## src/verilog/rx_status_map.svh

```systemverilog
// Register offsets, field positions and reset values of the receive status
`ifndef RX_STATUS_MAP_SVH
`define RX_STATUS_MAP_SVH
`define RSC_ADDR 4'h0
`define RSC_BIT_PORT_ON 7
`define RSC_BIT_NINE 6
`define RSC_BIT_SINGLE 5
`define RSC_BIT_CONT 4
`define RSC_BIT_ADDR_DET 3
`define RSC_BIT_FRAMING_ERROR_FLAG 2
`define RSC_BIT_OVERRUN_ERROR_FLAG 1
`define RSC_BIT_NINTH 0
`define RSC_CTRL_LSB 3
`define RSC_NINTH_DATA_BIT 8
`define RSC_CTRL_RESET 5'h00
`define RSC_ZERO8 8'h00
`endif

```

## src/verilog/rx_status_pkg.sv

```systemverilog
// Types shared by the receive status and control block
package rx_status_pkg;
  typedef struct packed
  {
    logic [4:0] ctrl;
    logic framing_error_flag;
    logic overrun_error_flag;
    logic rx_ninth_bit;
    logic [7:0] rdata;
    logic ack;
  } rsc_state_t;

  typedef struct packed
  {
    logic done;
    logic [8:0] data;
    logic frame_err;
  } rx_char_t;

  typedef struct packed
  {
    logic sync_mode;
    logic sync_master;
  } rx_mode_t;
endpackage

```

## src/verilog/serial_receive_status_control.sv

```systemverilog
// Receive status and control register with its accept and error logic
// Behaviour
// Setting serial_port_on hands rx_data_pin and tx_clock_pin to the port.
// Clearing serial_port_on disables the port and releases its pins.
// rx_nine_bit_select picks 9-bit reception when set, 8-bit when clear.
// In sync master mode single_rx_enable runs one reception, then clears.
// single_rx_enable has no effect in async mode or sync slave mode.
// continuous_rx_enable enables successive reception in every mode.
// Async 9-bit address detect loads only characters with bit 8 set.
// Without address detect every received character is accepted.
// framing_error_flag tracks the current character, updated on each load.
// Overrun sets overrun_error_flag; only clearing cont receive clears it. The flag never sets while cont is clear (single receive).
// Bits 7..3 read-write reset 0; bits 2..0 are read-only status.
//
// The implementer's own choices: the Wishbone register port and the register offsets.
`timescale 1ns/1ps
`include "rx_status_map.svh"
module serial_receive_status_control
(
  // Clock, reset, enable
  input wire logic clk_in,
  input wire logic rst_in,
  input wire logic ce_in,
  // Wishbone slave
  input wire logic wb_cyc_in,
  input wire logic wb_stb_in,
  input wire logic wb_we_in,
  input wire logic [3:0] wb_adr_in,
  input wire logic [7:0] wb_dat_in,
  input wire logic wb_sel_in,
  output logic [7:0] wb_dat_out,
  output logic wb_ack_out,
  // Mode from the transmit side
  input rx_status_pkg::rx_mode_t mode_in,
  // Receive shift register side
  input rx_status_pkg::rx_char_t rx_char_in,
  input wire logic buffer_read_in,
  input wire logic buffer_full_in,
  // Towards the datapath and pins
  output logic pins_to_port_out,
  output logic rx_enable_out,
  output logic nine_bit_out,
  output logic load_buffer_out,
  output logic rx_irq_request_out
);
  import rx_status_pkg::*;

  rsc_state_t st;
  rsc_state_t next_st;
  logic port_on;
  logic nine;
  logic single;
  logic cont;
  logic addr_det;
  logic single_active;
  logic accept;
  logic wr;
  logic rd_sel;

  // ********************************************************************
  // Field decode
  // ********************************************************************
  assign port_on = st.ctrl[`RSC_BIT_PORT_ON-`RSC_CTRL_LSB];
  assign nine = st.ctrl[`RSC_BIT_NINE-`RSC_CTRL_LSB];
  assign single = st.ctrl[`RSC_BIT_SINGLE-`RSC_CTRL_LSB];
  assign cont = st.ctrl[`RSC_BIT_CONT-`RSC_CTRL_LSB];
  assign addr_det = st.ctrl[`RSC_BIT_ADDR_DET-`RSC_CTRL_LSB];

  // Single receive only counts for a synchronous master
  assign single_active = single && mode_in.sync_mode
    && mode_in.sync_master; // see R04

  assign rd_sel = wb_adr_in == `RSC_ADDR;
  // The write lands at the edge where the master sees ack high
  assign wr = wb_cyc_in && wb_stb_in && st.ack && wb_we_in
    && wb_sel_in && rd_sel;

  // Address detect filters only in async 9-bit mode
  assign accept = rx_char_in.done && port_on && rx_enable_out
    && (!(addr_det && nine && !mode_in.sync_mode)
    || rx_char_in.data[`RSC_NINTH_DATA_BIT]); // see R07

  // ********************************************************************
  // Next state
  // ********************************************************************
  always_comb
  begin
    next_st = st;
    next_st.ack = wb_cyc_in && wb_stb_in && !st.ack;
    next_st.rdata = rd_sel ? {st.ctrl, st.framing_error_flag,
      st.overrun_error_flag, st.rx_ninth_bit} : `RSC_ZERO8;
    if (wr)
    begin
      next_st.ctrl = wb_dat_in[`RSC_BIT_PORT_ON:`RSC_CTRL_LSB];
    end
    // Completion of a single reception clears the request bit
    if (rx_char_in.done && single_active)
    begin
      next_st.ctrl[`RSC_BIT_SINGLE-`RSC_CTRL_LSB] = 1'b0;
    end
    // Flags load only with an accepted character
    if (accept && !buffer_full_in)
    begin
      next_st.framing_error_flag = rx_char_in.frame_err;
      next_st.rx_ninth_bit = nine
        ? rx_char_in.data[`RSC_NINTH_DATA_BIT] : 1'b0;
    end
    // Clearing continuous receive is the only clear; a new overrun
    // in that cycle is dropped because reception is already stopping
    if (!next_st.ctrl[`RSC_BIT_CONT-`RSC_CTRL_LSB])
    begin
      next_st.overrun_error_flag = 1'b0;
    end
    else if (accept && buffer_full_in && !buffer_read_in)
    begin
      next_st.overrun_error_flag = 1'b1;
    end
  end

  always_ff @(posedge clk_in)
  begin
    if (rst_in)
    begin
      st <= '0;
      st.ctrl <= `RSC_CTRL_RESET;
    end
    else if (ce_in)
    begin
      st <= next_st;
    end
  end

  // ********************************************************************
  // Outputs
  // ********************************************************************
  assign wb_ack_out = st.ack;
  assign wb_dat_out = st.rdata;
  assign pins_to_port_out = port_on; // see R01
  assign rx_enable_out = port_on && (cont || single_active);
  assign nine_bit_out = nine;
  assign load_buffer_out = accept && !buffer_full_in && rx_enable_out;
  assign rx_irq_request_out = load_buffer_out;
endmodule

```

## config.mk

```make
export PLATFORM = sky130hd
export DESIGN_NAME = serial_receive_status_control
export DESIGN_NICKNAME = d
export VERILOG_FILES = /design/src/verilog/rx_status_pkg.sv /design/src/verilog/serial_receive_status_control.sv
export VERILOG_INCLUDE_DIRS = /design/src /design/src/verilog
export SDC_FILE = /design/constraint.sdc
export NUM_CORES = 1
export LEC_CHECK = 0
export BUFFER_PORTS_ARGS = -buffer_cell sky130_fd_sc_hd__buf_2
export CAP_MARGIN = 25
export CORE_MARGIN = 2
export CORE_UTILIZATION = 45
export DETAILED_ROUTE_END_ITERATION = 7
export GPL_TIMING_DRIVEN = 0
export MAX_ROUTING_LAYER = met4
export PLACE_DENSITY = 0.9
export SLEW_MARGIN = 15
export SYNTH_ARGS = -nofsm -noshare
export SYNTH_HDL_FRONTEND = slang
export SYNTH_SLANG_ARGS = --single-unit
```

## constraint.sdc

```tcl
create_clock -name clk_in -period 3.02 [get_ports clk_in]
set_input_delay 0.906 -clock clk_in [delete_from_list [all_inputs] [get_ports clk_in]]
set_output_delay 0.906 -clock clk_in [all_outputs]
set_load 0.01 [all_outputs]
```

==> results.toml <==
[run_status]
status = "completed"

[pwr]
ir_worst_vdd_mv = 0.233
p_clk_share_pct = 31.0
power.internal_w = 0.000293
p_seq_share_pct = 58.8
p_leak_nw = 0.486
p_total_w = 0.000386
swShare_pct = 24.0
power_frac_comb_pct = 10.3
switchingPower_w = 0.0000925
p_per_area_nw_per_um2 = 360

[synth]
seq_area_frac_synth_pct = 40.6
synth.largest_area_cell = "dfxtp_1"
netlist_top_cells_area = "dfxtp_1 (41%), buf_4 (9.0%), nand2b_1 (7.5%)"
synth_top_cell_area_share_pct = 40.6
yosysUniqueCellTypes = 24
syn_nets = 127
yosys_register_bits = 17
syn_avg_cell_area_um2 = 9.01
netlist_instances = 93
syn_area_um2 = 838
yosysWarningCount = 0

[clock_tree]
cts_tree = "built"
cts_buffer_depth = 2
htree_levels = 1
insertion_delay_ns = 0.29
postCtsSetupBuffers = 0
cts_sinks = 17
clk_pin_slew_worst_paths_ns = 0.10
cts_hold_buffers = 0
cts_resized = 0
cts-root-buf = "clkbuf_4"
cts-buffers-inserted = 3

[sta]
min_period_over_period_pct = 96.6
fin_skew_ns = 0.00216
fmax_mhz = 343
slew_violations = 0
hold-worst-slack_ns = 0.473
hold_viol = 0
setup_viol = 0
grt_setup_unrepaired = "false"
tightest_slew_ns = 0.476
setup_tns_ns = 0
relSlewSlack_pct = 68.1
min_period_ns = 2.92

[job]
cap_violations = 0

[worst_setup_path]
critPathKind = "in2out"
path_delay_family = "compound AO/OA/AOI/OAI gates"
cp-endpoint = "rx_irq_request_out"
slowest_delay_ns = 0.30
required_ns = 2.11
startpoint = "mode_in[1]"
crit_fanout = 3
cpMostUsedCell = "buf_2"
critPathLaunchType = "input pin"
r2r_slack_ns = 1.56
timing.rr.start = "nine_bit_out"
r2r-end = "st[11]"
slowest_stage = "a211o_1"
crit_arrival_ns = 2.01
cp.depth = 6
cp_num_buf_inv = 3
ff2ff_path_depth = 4
setup.worst_path.end_class = "primary output"
crit_chain = "buf_2 -> a31oi_1 -> a211o_1 -> nor3b_1 -> buf_4 -> buf_2"

[final_layout]
num_antenna_cells = 0
fillers = 159
seq_area_um2 = 340
fin_nets = 167
final_cell_mix = "buf_2 (35), dfxtp_1 (17), buf_4 (10), nand2b_1 (10), a21oi_1 (10)"
drive_gt1_share_pct = 40.9
final_common_cell = "buf_2"
multi_input_area_um2 = 400
final_cell_area_um2 = 1070
syn_to_final_growth_pct = 27.9

[floorplan]
die_y_um = 47.2
io_pins = 48
rows = 15
coreArea_um2 = 1750
die_area_um2 = 2220
fp.dieW_um = 47.2
start_util_pct = 48.0

[drt]
wire_per_inst_um = 12.9
first_pass_iters = 5
first_iter_violations = 24
num_vias = 827
via_per_inst = 5.27
ant_nets = 0
drc = 0
drt_wl_total_um = 2030

[place]
placed_cell_area_um2 = 1040
dp_hpwl_um = 1560
gp_congestion = 0.802
io_buffers = 35

[global_route]
grt_pass1_wl_um = 3050
grt_pass1_vias = 725
antenna_found_initial = 0
grt_max_degree = 11
grt_usage_pct = 20.8
grt_overflow = 0

[min_path]
hp-class = "reg2reg"
-- kinds of logic (layout without fill, tap and decap cells) --
group                  count (synthesis)  count (layout)  synth area share (%)
buffers and inverters                 16              55                  11.6
and+or+nand+nor                       37              37                  26.1
muxes                                  5               5                  5.97
AOI/OAI and AO/OA                     18              18                  15.7
DFF                                   17              17                  40.6
-- state kept, by name, indices dropped and copies added, names as in the netlist --
signal	count
nine_bit_out	1
st	3
pins_to_port_out	1
single	1
wb_dat_out	8
cont	1
wb_ack_out	1
addr_det	1
-- power groups by stage --
stage	Clock, W	Combinational [W]	Sequential, W
detailed placement	0	0.0000390	0.000232
CTS	0.000120	0.0000391	0.000227
global route	0.000132	0.0000428	0.000227
global placement	0	0.0000373	0.000232
finish	0.000119	0.0000396	0.000227
floorplan	0	0.0000177	0.000232
-- worst reg2reg max path, cell delays in order (launching register included) --
cell       delay (ns)
dfxtp_1          0.37
and2_1           0.23
a2111oi_4        0.46
mux2i_1          0.23
nor2_1           0.05
-- layer usage --
metal	GRT usage (%)	vias to the layer above	share of wire [%]
met5	-	-	0
met4	12.8	0	2.8
met3	5.77	10	6.1
met2	34.0	38	53
met1	22.0	380	38
li1	-	399	-
-- per-stage QoR --
stage	utilization [%]	worst slack [ns]	instances
5_1_grt	61.4	0.0437	157
4_1_cts	61.4	0.0953	157
6_report	61.4	0.103	157
3_3_place_gp	59.9	0.159	153
2_1_floorplan	-	0.233	93
3_5_place_dp	59.9	0.104	153
-- synth_stat cells --
master and count:
a2111oi_4 1, a211o_1 1, a21oi_1 10, a311oi_1 1, a31o_2 1, a31oi_1 2
and2_1 1, and2_4 1, and3_1 1, and3_2 1, buf_4 10, clkbuf_1 4
dfxtp_1 17, inv_1 2, mux2i_1 5, nand2b_1 10, nand3_1 9, nand3b_1 2
nand4_1 2, nand4b_1 1, nor2_1 7, nor3b_1 1, nor4_2 1, o21a_1 2
-- how the worst min path moves through the flow --
| stage | start | to | slack [ns] | cells past startpoint |
|---|---|---|---|---|
| floorplan | st[10] | st[10] | 0.44 | 1 |
| global placement | st[10] | st[10] | 0.45 | 1 |
| detailed placement | wb_dat_out[5] | wb_dat_out[5] | 0.46 | 2 |
| CTS | wb_dat_out[5] | wb_dat_out[5] | 0.47 | 2 |
| global route | wb_dat_out[1] | wb_dat_out[1] | 0.50 | 2 |
| finish | wb_dat_out[0] | wb_dat_out[0] | 0.47 | 2 |
-- cell type report --
class | count | area share (%)
Clock inverter | 1 | 0.467
Clock buffer | 3 | 2.10
Timing Repair Buffer | 35 | 16.3
Buffer | 14 | 8.40
Tap cell | 25 | 2.92
Sequential cell | 17 | 31.7
Multi-Input combinational cell | 60 | 37.3
Inverter | 2 | 0.700
No activity file was read; power rests on OpenSTA's default activity.
